===== src/design/oled_seq_consts.vh =====
// constants for the display power sequencer
`ifndef OLED_SEQ_CONSTS_VH
`define OLED_SEQ_CONSTS_VH
`define CLK_MHZ        100
`define RESET_LOW_US   100
`define RESET_LOW_CYC  ((`RESET_LOW_US * `CLK_MHZ) + 1)
`define RESET_WAIT_US  1000
`define RESET_WAIT_CYC (`RESET_WAIT_US * `CLK_MHZ)
`define ON_WAIT_MS     100
`define ON_WAIT_CYC    (`ON_WAIT_MS * 1000 * `CLK_MHZ)
`define OFF_WAIT_MS    100
`define OFF_WAIT_CYC   (`OFF_WAIT_MS * 1000 * `CLK_MHZ)
`define INIT_LEN       6'd25
`define CLR_PAGES      4'd8
`define CLR_COLS       8'd128
`define CMD_OFF        8'hAE
`define CMD_ON         8'hAF
`define CMD_PAGE       8'hB0
`define CMD_COL_LO     8'h00
`define CMD_COL_HI     8'h10
`define REG_CTRL       8'h00
`define REG_STAT       8'h04
`define BIT_START      0
`define BIT_OFF        1
`define BIT_BYPASS     2
`endif


===== src/design/oled_power_init_sequencer.v =====
// host-side power-up and power-down sequencer for the display module
//
// Local design decisions: the address map and the APB register port.
`include "oled_seq_consts.vh"

// Summary of operation
// hold converter enable low after logic supply
// pulse module reset low over 100us
// wait 1ms after reset release
// send unlock FD 12 then display off
// send clock divide D5 70
// send multiplex ratio A8 3F
// send display offset D3 00
// send start line 40
// send page addressing 20 02
// send column remap A0
// send row scan direction C0
// send row pin config DA 12
// send contrast 81 CF
// send precharge D9 82
// send deselect level DB 3C
// send display from memory A4
// send normal polarity A6, clear
// raise converter enable, then display on AF; the enable stays low while bypass is set
// wait 100ms after display on
// power down: off, converter low, wait
// software may restart to refresh state
// clear all eight pages with addressing
// done only after final wait, restartable
module oled_power_init_sequencer #(
    parameter RESET_LOW_CYC  = `RESET_LOW_CYC,
    parameter RESET_WAIT_CYC = `RESET_WAIT_CYC,
    parameter ON_WAIT_CYC    = `ON_WAIT_CYC,
    parameter OFF_WAIT_CYC   = `OFF_WAIT_CYC
) (
    // clock and reset
    input  wire        clock,
    input  wire        rstn,
    // apb slave
    input  wire        psel,
    input  wire        penable,
    input  wire        pwrite,
    input  wire [7:0]  paddr,
    input  wire [31:0] pwdata,
    output reg  [31:0] prdata,
    output reg         pready,
    output reg         pslverr,
    // module pins
    output reg         converterEnableN,
    output reg         moduleClearN,
    // byte stream to the command interface
    output reg  [7:0]  cmdByte,
    output reg         cmdIsData,
    output reg         cmdValid,
    input  wire        cmdReady,
    // status
    output reg         done
);
    // one-hot sequencer states
    localparam S_IDLE  = 9'h001;
    localparam S_RLOW  = 9'h002;
    localparam S_RWAIT = 9'h004;
    localparam S_INIT  = 9'h008;
    localparam S_CLEAR = 9'h010;
    localparam S_ON    = 9'h020;
    localparam S_OWAIT = 9'h040;
    localparam S_DOWN  = 9'h080;
    localparam S_DWAIT = 9'h100;

    reg  [8:0]  state_reg;
    reg  [31:0] count_reg;
    reg  [5:0]  idx_reg;
    reg  [3:0]  page_reg;
    reg  [7:0]  col_reg;
    reg  [1:0]  hdr_reg;
    reg         bypass_reg;
    reg         startReq_reg;
    reg         offReq_reg;
    reg         off_reg;

    // next values of the sequencer registers
    reg  [8:0]  state_next;
    reg  [31:0] count_next;
    reg  [5:0]  idx_next;
    reg  [3:0]  page_next;
    reg  [7:0]  col_next;
    reg  [1:0]  hdr_next;
    reg         off_next;
    reg         converterEnableN_next;
    reg         moduleClearN_next;
    reg  [7:0]  cmdByte_next;
    reg         cmdIsData_next;
    reg         cmdValid_next;
    reg         done_next;

    wire        apbWr = psel & penable & pwrite & ~pready;
    wire        apbRd = psel & penable & ~pwrite & ~pready;
    wire        sent  = cmdValid & cmdReady;
    wire        slotFree = ~cmdValid | sent;
    wire        busy  = (state_reg != S_IDLE) & (state_reg != S_OWAIT)
                        | (state_reg == S_OWAIT & ~done);

    function [7:0] initByte;
        input [5:0] i;
        begin
            // fixed configuration bytes, sent in this order
            case (i)
                6'd0:  initByte = 8'hFD;
                6'd1:  initByte = 8'h12;
                6'd2:  initByte = `CMD_OFF;
                6'd3:  initByte = 8'hD5;
                6'd4:  initByte = 8'h70;
                6'd5:  initByte = 8'hA8;
                6'd6:  initByte = 8'h3F;
                6'd7:  initByte = 8'hD3;
                6'd8:  initByte = 8'h00;
                6'd9:  initByte = 8'h40;
                6'd10: initByte = 8'h20;
                6'd11: initByte = 8'h02;
                6'd12: initByte = 8'hA0;
                6'd13: initByte = 8'hC0;
                6'd14: initByte = 8'hDA;
                6'd15: initByte = 8'h12;
                6'd16: initByte = 8'h81;
                6'd17: initByte = 8'hCF;
                6'd18: initByte = 8'hD9;
                6'd19: initByte = 8'h82;
                6'd20: initByte = 8'hDB;
                6'd21: initByte = 8'h3C;
                6'd22: initByte = 8'hA4;
                6'd23: initByte = 8'hA6;
                default: initByte = 8'h00;
            endcase
        end
    endfunction

    // counters run down to zero and rest there
    function isZero;
        input [31:0] c;
        begin
            isZero = (c == 32'h00000000);
        end
    endfunction

    function [31:0] countDown;
        input [31:0] c;
        begin
            countDown = c - 32'h00000001;
        end
    endfunction

    // apb slave: one wait state in the access phase, pready for a single cycle
    always @(posedge clock) begin
        if (!rstn) begin
            pready  <= 1'b0;
            pslverr <= 1'b0;
            prdata  <= 32'h00000000;
        end else begin
            pready  <= psel & penable & ~pready;
            pslverr <= 1'b0;
            if (apbWr && paddr != `REG_CTRL && paddr != `REG_STAT)
                pslverr <= 1'b1;
            if (apbRd) begin
                case (paddr)
                    `REG_CTRL: prdata <= {29'h00000000, bypass_reg,
                                          2'b00};
                    `REG_STAT: prdata <= {20'h00000, off_reg, busy,
                                          done, state_reg};
                    default: begin
                        prdata  <= 32'h00000000;
                        pslverr <= 1'b1;
                    end
                endcase
            end
        end
    end

    // control register; requests are one-shot
    always @(posedge clock) begin
        if (!rstn) begin
            bypass_reg   <= 1'b0;
            startReq_reg <= 1'b0;
            offReq_reg   <= 1'b0;
        end else begin
            // consumed once the sequencer has left idle and wait
            if (state_reg != S_IDLE && state_reg != S_OWAIT) begin
                startReq_reg <= 1'b0;
                offReq_reg   <= 1'b0;
            end
            // a write in the same cycle wins over the consumption
            if (apbWr && paddr == `REG_CTRL) begin
                bypass_reg <= pwdata[`BIT_BYPASS];
                if (pwdata[`BIT_START])
                    startReq_reg <= 1'b1;
                if (pwdata[`BIT_OFF])
                    offReq_reg <= 1'b1;
            end
        end
    end

    // sequencer: next values worked out here, registered below
    always @* begin
        // hold everything unless a state below moves it
        state_next            = state_reg;
        count_next            = count_reg;
        idx_next              = idx_reg;
        page_next             = page_reg;
        col_next              = col_reg;
        hdr_next              = hdr_reg;
        off_next              = off_reg;
        converterEnableN_next = converterEnableN;
        moduleClearN_next     = moduleClearN;
        cmdByte_next          = cmdByte;
        cmdIsData_next        = cmdIsData;
        cmdValid_next         = cmdValid;
        done_next             = done;

        // a byte leaves the stream once it is taken
        if (sent)
            cmdValid_next = 1'b0;

        case (state_reg)
            S_IDLE, S_OWAIT: begin
                // the wait runs from acceptance of display-on
                if (state_reg == S_OWAIT && !done && !cmdValid) begin
                    if (isZero(count_reg))
                        done_next = 1'b1;
                    else
                        count_next = countDown(count_reg);
                end
                // a pending byte is never withdrawn, so requests wait
                if (startReq_reg && !cmdValid) begin
                    // full restart from reset; converter off first
                    done_next             = 1'b0;
                    off_next              = 1'b0;
                    converterEnableN_next = 1'b0;
                    moduleClearN_next     = 1'b0;
                    count_next            = RESET_LOW_CYC;
                    state_next            = S_RLOW;
                end else if (offReq_reg && !off_reg && !cmdValid) begin
                    done_next      = 1'b0;
                    cmdByte_next   = `CMD_OFF;
                    cmdIsData_next = 1'b0;
                    cmdValid_next  = 1'b1;
                    state_next     = S_DOWN;
                end
            end

            S_RLOW: begin
                if (isZero(count_reg)) begin
                    moduleClearN_next = 1'b1;
                    count_next        = RESET_WAIT_CYC;
                    state_next        = S_RWAIT;
                end else
                    count_next = countDown(count_reg);
            end

            S_RWAIT: begin
                if (isZero(count_reg)) begin
                    idx_next   = 6'h00;
                    state_next = S_INIT;
                end else
                    count_next = countDown(count_reg);
            end

            S_INIT: begin
                if (slotFree) begin
                    if (idx_reg == `INIT_LEN - 6'd1) begin
                        page_next  = 4'h0;
                        col_next   = 8'h00;
                        hdr_next   = 2'h0;
                        state_next = S_CLEAR;
                    end else begin
                        cmdByte_next   = initByte(idx_reg);
                        cmdIsData_next = 1'b0;
                        cmdValid_next  = 1'b1;
                        idx_next       = idx_reg + 6'd1;
                    end
                end
            end

            S_CLEAR: begin
                if (slotFree) begin
                    cmdValid_next = 1'b1;
                    if (hdr_reg != 2'h3) begin
                        // page, column low, column high before data
                        cmdIsData_next = 1'b0;
                        case (hdr_reg)
                            2'h0: cmdByte_next = `CMD_PAGE |
                                                 {4'h0, page_reg};
                            2'h1: cmdByte_next = `CMD_COL_LO;
                            default: cmdByte_next = `CMD_COL_HI;
                        endcase
                        hdr_next = hdr_reg + 2'h1;
                    end else begin
                        cmdIsData_next = 1'b1;
                        cmdByte_next   = 8'h00;
                        if (col_reg == `CLR_COLS - 8'd1) begin
                            col_next = 8'h00;
                            hdr_next = 2'h0;
                            if (page_reg == `CLR_PAGES - 4'd1)
                                state_next = S_ON;
                            else
                                page_next = page_reg + 4'h1;
                        end else
                            col_next = col_reg + 8'd1;
                    end
                end
            end

            S_ON: begin
                if (!cmdValid) begin
                    // converter up only once clearing has gone out;
                    // an open bypass jumper leaves it shut down
                    converterEnableN_next = ~bypass_reg;
                    cmdByte_next          = `CMD_ON;
                    cmdIsData_next        = 1'b0;
                    cmdValid_next         = 1'b1;
                    count_next            = ON_WAIT_CYC;
                    state_next            = S_OWAIT;
                end
            end

            S_DOWN: begin
                if (sent) begin
                    converterEnableN_next = 1'b0;
                    count_next            = OFF_WAIT_CYC;
                    state_next            = S_DWAIT;
                end
            end

            S_DWAIT: begin
                if (isZero(count_reg)) begin
                    off_next   = 1'b1;
                    state_next = S_IDLE;
                end else
                    count_next = countDown(count_reg);
            end

            default: state_next = S_IDLE;
        endcase
    end

    // sequencer registers; reset leaves the converter shut down
    always @(posedge clock) begin
        if (!rstn) begin
            state_reg        <= S_IDLE;
            count_reg        <= 32'h00000000;
            idx_reg          <= 6'h00;
            page_reg         <= 4'h0;
            col_reg          <= 8'h00;
            hdr_reg          <= 2'h0;
            off_reg          <= 1'b1;
            converterEnableN <= 1'b0;
            moduleClearN     <= 1'b1;
            cmdByte          <= 8'h00;
            cmdIsData        <= 1'b0;
            cmdValid         <= 1'b0;
            done             <= 1'b0;
        end else begin
            state_reg        <= state_next;
            count_reg        <= count_next;
            idx_reg          <= idx_next;
            page_reg         <= page_next;
            col_reg          <= col_next;
            hdr_reg          <= hdr_next;
            off_reg          <= off_next;
            converterEnableN <= converterEnableN_next;
            moduleClearN     <= moduleClearN_next;
            cmdByte          <= cmdByte_next;
            cmdIsData        <= cmdIsData_next;
            cmdValid         <= cmdValid_next;
            done             <= done_next;
        end
    end
endmodule // oled_power_init_sequencer


===== config.mk =====
export PLATFORM = sky130hd
export DESIGN_NAME = oled_power_init_sequencer
export DESIGN_NICKNAME = d
export VERILOG_FILES = /design/src/design/oled_power_init_sequencer.v
export VERILOG_INCLUDE_DIRS = /design/src /design/src/design
export SDC_FILE = /design/constraint.sdc
export NUM_CORES = 1
export LEC_CHECK = 0
export ABC_AREA = 1
export BUFFER_PORTS_ARGS = -buffer_cell sky130_fd_sc_hd__buf_2
export CAP_MARGIN = 5
export CELL_PAD_IN_SITES_DETAIL_PLACEMENT = 1
export CELL_PAD_IN_SITES_GLOBAL_PLACEMENT = 2
export CORE_MARGIN = 2
export CORE_UTILIZATION = 28
export DETAILED_ROUTE_END_ITERATION = 8
export MAX_ROUTING_LAYER = met4
export PLACE_DENSITY = 0.73
export SLEW_MARGIN = 10
export SYNTH_ARGS = -nofsm -noshare
export SYNTH_HDL_FRONTEND = slang
export SYNTH_SLANG_ARGS = --single-unit

===== constraint.sdc =====
create_clock -name clock -period 2.3 [get_ports clock]
set_input_delay 0.23 -clock clock [delete_from_list [all_inputs] [get_ports clock]]
set_output_delay 0.23 -clock clock [all_outputs]
set_load 0.02 [all_outputs]

### Word-level counts from Yosys, hierarchy flattened

Memory sizes are Yosys's and may differ from the RTL's. A register that Yosys moved wholly into a read port is not among the register bits.
Cells that the tools add are included.

| storage, ports and cells | value |
|---|---|
| flip-flop bits (word level) | 112 |
| bits in read-only memories | 256 |
| output and inout port bits | 47 |
| logic and storage cells | 209 |
| memories | 1 |

| operators by class | value |
|---|---|
| add/subtract/negate cells | 5 |
| eq/ne operators | 37 |
| muxes and demuxes | 92 |
| bitwise gates (word level) | 16 |
| reductions and logical operators | 39 |

Memories:

| name | depth | bits a word | rd ports | clocked after memory_dff | wr ports | line | RTL |
|---|---|---|---|---|---|---|---|
| (no name shown) | 32 | 8 | 1 | 1 | 0 | oled_power_init_sequencer.v:107 | `case (i)` |

Operators with widths:

| cell | number |
|---|---|
| 2-to-1 mux 32 bit | 6 |
| one-hot mux 32 bit (5 select lines) | 1 |
| 2-to-1 mux 9 bit | 13 |
| 2-to-1 mux 8 bit | 13 |
| one-hot mux 9 bit (8 select lines) | 1 |
| inequality test 2 bit (second input constant) | 17 |
| logical NOT 32 bit | 1 |
| one-hot mux 8 bit (2 select lines) | 2 |
| one-hot mux 8 bit (4 select lines) | 1 |
| subtractor 32 x 1 -> 32 bit (second input constant) | 1 |
| 2-to-1 mux 1 bit | 30 |
| 2-to-1 mux 4 bit | 6 |
| one-hot mux 12 bit (2 select lines) | 1 |
| 2-to-1 mux 6 bit | 3 |
| AND reduction 7 bit | 2 |
| one-hot mux 6 bit (2 select lines) | 1 |
| AND reduction 12 bit | 1 |
| AND reduction 4 bit | 3 |
| 2-to-1 mux 2 bit | 5 |
| 2-to-1 mux 5 bit | 2 |
| AND reduction 5 bit | 2 |
| AND 1 bit | 9 |
| equality test 9 x 1 -> 1 bit (second input constant) | 1 |
| equality test 9 x 2 -> 1 bit (second input constant) | 1 |
| 38 further kinds | 66 |

### Depth between registers and ports, before layout

Gate-level depths: netlist of the first run.

| logic depth | value |
|---|---|
| depth in word-level cells | 8 |
| mapped depth | 18 |
| mapped depth without buffers | 18 |

### Worst setup path before layout of the first run

Ideal clock, no wire load.

| timing path | value |
|---|---|
| path kind | register -> register |
| from | register count_reg[0] |
| to | register with a tool-made name |
| setup time | 0.109 ns |
| arrival time | 2.308 ns |
| data required time | 2.191 ns |
| slack | -0.117 ns |
| stages on the path, launching flop included | 18 |
| path buffers | 0 |
| clock period less this slack | 2.417 ns |
| path through | dfxtp_1 -> inv_1 -> ha_1 -> nand2_1 -> nor2_1 -> nand3_1 -> o21bai_4 -> nand2_4 -> nand2_1 -> nand2_2 -> nor2_2 -> inv_2 -> ha_1 -> nand3_1 -> nand3_1 -> nand2_1 -> nand2_1 -> inv_1 |

RTL lines:

| item | line | RTL |
|---|---|---|
| start: declaration | oled_power_init_sequencer.v:71 | `reg [31:0] count_reg;` |
| start signal: assignment | oled_power_init_sequencer.v:362 | `count_reg <= count_next;` |

==> impl_metrics.yaml, run 1 <==
logic_synthesis:
  synth_cell_types: 49
  ys_seq_area_share_pct: 30.88
  synth_flop_cell: "dfxtp_1"
  async_flop_share_pct: 0
  synth-seq-cells: 100
  postSynthCellCount: 1011
  syn_area_per_cell_um2: 6.412
  synth_area_um2: 6482
  yosysWarnings: 0
  synth_edf_count: 0
pwr:
  ir_worst_vdd_mv: 0.6765
  p_clk_share_pct: 13.3
  p_leak_uw: 0.003895
  power_frac_comb_pct: 67.2
  power_density_nw_per_um2: 1465
  internal_power_uw: 6329
  total_power_uw: 12460
  power.switching_uw: 6134
  swShare_pct: 49.22
  seq_power_share_pct: 19.5
drt:
  drt_drc_violations_left: 0
  dr.pass1.iters: 4
  post_drt_wl_per_cell_um: 15.53
  via_count: 6954
  drt_iter0_drc: 301
  drt_wl_total_um: 22740
  ant_nets: 0
  viasPerCell: 4.750
timing:
  period_minus_slack_ps: 2255
  hold_slack_ps: 85.20
  rsz0062_at_grt: "yes"
  setup_ws_ps: 44.68
  slew_violations: 0
  setup_viol: 0
  worst_pin_slew_ps: 540.2
  fmax_ghz: 0.4434
  relSlewSlack_pct: 63.98
  hold_violations: 0
  skew_ps: 16.72
  period_share_pct: 98.06
critical_path:
  path_max_fanout: 5
  reg2reg_depth: 16
  r2r_slack_ps: 40
  timing.rr.start: "count_reg[20]"
  arrival_ps: 2530
  start_kind: "flip-flop"
  cp_data_required_time_ps: 2570
  criticalPathCategory: "reg2reg"
  endpoint_kind: "flip-flop"
worst_hold_path:
  min_to: "bypass_reg"
  hp-class: "in2reg"
  holdPathStages: 3
  hp-start: "pwdata[2]"
clock_tree:
  cts_buffers: 9
  cts.sinks: 100
  tritoncts: "built"
  cts_root_buffer: "clkbuf_16"
  htreeDepth: 3
  clk_pin_slew_ps: 90
  clk_path_buf_depth: 2
  clkLatencyLatePin_ps: 370
  postCtsHoldBufs: 0
status:
  status: "finished, final reports clean"
final_layout:
  final_core_util_pct: 37.47
  areaGrowthSynthToFinish_pct: 31.25
  layout.nets: 1237
  fillers: 2973
  diodes: 0
  largest_reg_flops: 32
  drive_gt1_share_pct: 27.74
  instances_no_fill: 1464
global_routing:
  grt_usage_pct: 19.70
  grt_pass1_wl_um: 36830
  overflow: 0
  grt_pass1_vias: 7208
  grt_max_degree: 42
  antenna_found_initial: 0
die:
  dieArea_um2: 24380
  die_h_um: 156.2
  num_rows: 55
  core-area_um2: 22710
  start_util_pct: 28.55
  io_pins: 93
  die_w_um: 156.2
placement:
  dpl.hpwl_um: 17680
  pre_cts_slack_ps: -107.7
  portBuffers: 43
  gp_congestion: 0.8388
  dp.cells: 1432
job:
  maxCapViolCount: 0
[final cells by class]
class	count	area [um2]	share of cell area, %
clock buffer	10	229.0	2.691
tap	285	356.6	4.191
sequential	100	2012	23.65
inverter	109	416.7	4.897
multi-input combinational	779	4175	49.07
timing repair buffer	175	1242	14.60
clock inverter	6	76.32	0.8971
[metal layers]
layer  up-vias  global-route usage, %  wire, um
li1       3570                      -         -
met1      3275                  24.31     10560
met2        87                  33.90     11230
met3        22                  3.250       629
met4         0                  4.194       314
met5         -                      -         0
[power by group through the flow]
stage	combinational, uW	sequential (uW)	clock [uW]
floorplan	4570	2610	0
global placement	7700	2440	0
detailed placement	7830	2450	0
CTS	8070	2420	1720
global route	9370	2480	1780
finish	8370	2430	1660
[worst max path at each step]
stage	startpoint	to	slack [ps]	cells after the start
floorplan	count_reg[0]	flip-flop	4	17
global placement	count_reg[28]	flip-flop	-50	16
detailed placement	count_reg[24]	flip-flop	-110	16
CTS	idx_reg[0]	flip-flop	0.06	18
global route	state_reg[6]	flip-flop	-80	16
finish	count_reg[20]	flip-flop	40	16
[layout by cell type (no fill, tap or decap), types with 2 or more instances in the layout]
cell type and n:
nand2_1 194, nor2_1 137, buf_4 127, dfxtp_1 92, inv_1 87, a21oi_1 81, nand3_1 74, o21ai_0 70
buf_2 43, nor2_2 30, nand2_2 24, conb_1 20, inv_2 18, nor3_1 17, nand4_1 17, xor2_1 15
nor2_4 14, ha_1 12, nand2_4 10, clkbuf_16 9, dfxtp_2 8, nand3_2 7, nand3b_1 5, ha_4 5
nor4_1 4, or2_2 4, a31oi_1 4, inv_6 4, nand3_4 3, inv_4 3, nor3_2 3, o211ai_1 3
and3_1 3, o21ai_1 3, buf_6 3, o21bai_1 2, xnor2_1 2, a211oi_1 2, o31ai_1 2, buf_12 2
[stage by stage]
step                setup TNS, ps  cell area [um2]
floorplan                       0             6579
global placement           -69.90             7792
detailed placement         -456.4             7792
CTS                             0             8204
global route               -482.0             8508
finish                          0             8508
[cells by family after synthesis]
logic type	count (synthesis)	synth area share (%)
fa+ha+maj	17	3.281
compound gates	176	14.78
simple gates	549	38.43
other cells	1	0.05785
xor+xnor	17	2.297
flops	100	30.88
buf+inv	151	10.27
[cells in the mapped netlist, drive strengths merged, types with 3 or more instances]
cell type  instances  area share [%]
a21oi             83             6.6
a31oi              4            0.39
and3               3            0.29
buf               31             3.3
clkbuf            11            0.64
dfxtp            100              31
ha                17             3.3
inv              107             6.2
nand2            228              14
nand3             84             6.8
nand3b             5            0.58
nand4             17             1.6
nor2             181              12
nor3              21             2.0
nor4               5            0.58
o211ai             4            0.54
o21ai             75             5.8
o21bai             3            0.52
or2                5            0.48
xor2              15             2.0
[critical path: stages (launching register included)]
cell      delay, ps
dfxtp_1         320
nor2_1          170
nand2_1         110
nor2_2          140
nand2_2         120
o21bai_4        250
nand2_4         100
nand2_2          80
nand2_2          60
nor2_4          130
inv_2            70
ha_4            290
nand3_4          80
nand3_2          90
nand2_1          50
nand2_1          50
inv_1            40
[repair_timing]
item,CTS,global route
pin swaps,11,34
endpoints found under the setup margin,7,54
resized for setup,13,72
buffers inserted,8,8
Note: power is estimated with default switching activity, not from simulation.
==> run 2, diff against run 1 <==
CORE_MARGIN = 10   (was 2)
==> impl_metrics.yaml, run 2 (same netlist as run 1, synthesis figures left out) <==
clock_tree:
  clk_path_buf_depth: 2
  postCtsHoldBufs: 0
  htreeDepth: 3
  clk_pin_slew_ps: 80
  cts.sinks: 100
  clkLatencyLatePin_ps: 360
  cts_buffers: 9
  cts_root_buffer: "clkbuf_16"
  tritoncts: "built"
pwr:
  p_clk_share_pct: 12.9
  power.switching_uw: 6034
  swShare_pct: 49.80
  internal_power_uw: 6082
  p_leak_uw: 0.003842
  power_frac_comb_pct: 66.8
  total_power_uw: 12120
  power_density_nw_per_um2: 1445
  ir_worst_vdd_mv: 0.5485
  seq_power_share_pct: 20.3
global_routing:
  antenna_found_initial: 0
  grt_max_degree: 47
  grt_pass1_wl_um: 37350
  grt_pass1_vias: 7131
  grt_usage_pct: 16.22
  overflow: 0
drt:
  dr_wl_met3_um: 400
  drt_iter0_drc: 265
  drt_wl_total_um: 22580
  highest_layer: "met4"
  met2_length_um: 11030
  viasPerCell: 4.750
  drt_drc_violations_left: 0
  drt-met1-wl_um: 10870
  ant_nets: 0
  post_drt_wl_per_cell_um: 15.53
  via_count: 6906
  dr.pass1.iters: 4
die:
  io_pins: 93
  num_rows: 55
  dieArea_um2: 29640
  die_w_um: 172.2
  die_h_um: 172.2
  core-area_um2: 22710
  start_util_pct: 28.55
final_layout:
  areaGrowthSynthToFinish_pct: 29.34
  mostFrequentLayoutCells: "196 x nand2_1, 136 x nor2_1, 119 x buf_4"
  diodes: 0
  final_common_cell: "nand2_1"
  layout.nets: 1227
  stdcell_area_um2: 8384
  drive_gt1_share_pct: 27.12
  fillers: 2918
  largest_reg_flops: 32
placement:
  portBuffers: 43
  dpl.hpwl_um: 17800
  gp_congestion: 0.8614
  place_area_um2: 7770
critical_path:
  arrival_ps: 2470
  start_kind: "flip-flop"
  criticalPathCategory: "reg2reg"
  cp_data_required_time_ps: 2570
  path_max_fanout: 5
  endpoint_kind: "flip-flop"
timing:
  setup_viol: 0
  rsz0062_at_grt: "yes"
  worst_pin_slew_ps: 566.7
  fmax_ghz: 0.4544
  slew_violations: 0
  hold_slack_ps: 98.63
  hold_violations: 0
  relSlewSlack_pct: 62.22
  period_share_pct: 95.68
  skew_ps: 10.50
  period_minus_slack_ps: 2201
job:
  maxCapViolCount: 0
status:
  status: "finished, final reports clean"
worst_hold_path:
  hp-class: "in2reg"
-- run 2: changes by cell type in the layout (fill, tap and decap cells not counted), moves of 2 or more --
cell      before  now
buf_4        127  119
nor2_4        14   19
nor2_2        30   26
dfxtp_1       92   89
dfxtp_2        8   11
ha_2           0    3
ha_4           5    2
buf_6          3    1
clkinv_4       0    2
inv_2         18   16
inv_6          4    2
nand2_1      194  196
nand3_1       74   76
-- run 2: power groups by stage --
stage,Clock (uW),Combinational (uW),Sequential (uW)
global placement,0,7640,2450
global route,1700,9130,2520
floorplan,0,4570,2610
detailed placement,0,7740,2450
CTS,1620,7810,2420
finish,1560,8090,2460
-- run 2: final cells by class --
cell class	instances	area [um2]	share of cell area, %
clock inverter	6	53.80	0.6417
clock buffer	10	239.0	2.850
timing repair buffer	165	1160	13.83
tap	285	356.6	4.253
sequential	100	2016	24.04
inverter	109	416.7	4.969
multi-input combinational	779	4143	49.41
-- run 2: path summary, 6_finish.rpt --
kind	startpoint	to	slack, ps	cells past startpoint
max	count_reg[1]	flip-flop	100	17
min reg2reg	prdata[6]	prdata[6]	470	2
max reg2reg	count_reg[1]	flip-flop	100	17
min	pwdata[2]	bypass_reg	100	3
-- run 2: metrics by stage --
step                      setup slack, ps  std cells  util [%]  setup TNS [ps]
after global placement             -9.100       1429     34.21          -9.100
after detailed placement           -38.46       1429     34.21          -42.28
after global routing               -67.09       1454     36.92          -149.4
after CTS                           13.54       1445     35.58               0
after floorplan                     3.923       1030         -               0
final                               99.35       1454     36.92               0
-- run 2: repair_timing --
action	4_1_cts	5_1_grt
resized for setup	4	78
pin swaps	5	36
endpoints found under the hold margin	0	0
setup endpoints to repair	4	53
buffers inserted	0	9
cloned	0	0
-- run 2: layer usage --
metal / vias up / track usage (%)
li1: 3549 / -
met1: 3277 / 20.29
met2: 64 / 27.33
met3: 16 / 2.006
met4: 0 / 3.748
met5: - / -
-- run 2: worst max-delay path, stage by stage, from the launching register on --
cell	delay, ps
dfxtp_2	330
inv_2	70
ha_4	160
nand2_4	50
nor2_4	110
nand3_4	100
o21bai_4	230
nand2_4	80
nand2_2	70
nand2_2	60
nor2_4	160
inv_4	70
ha_4	280
nand3_2	90
nand3_2	100
nand2_1	50
nand2_1	60
inv_1	40
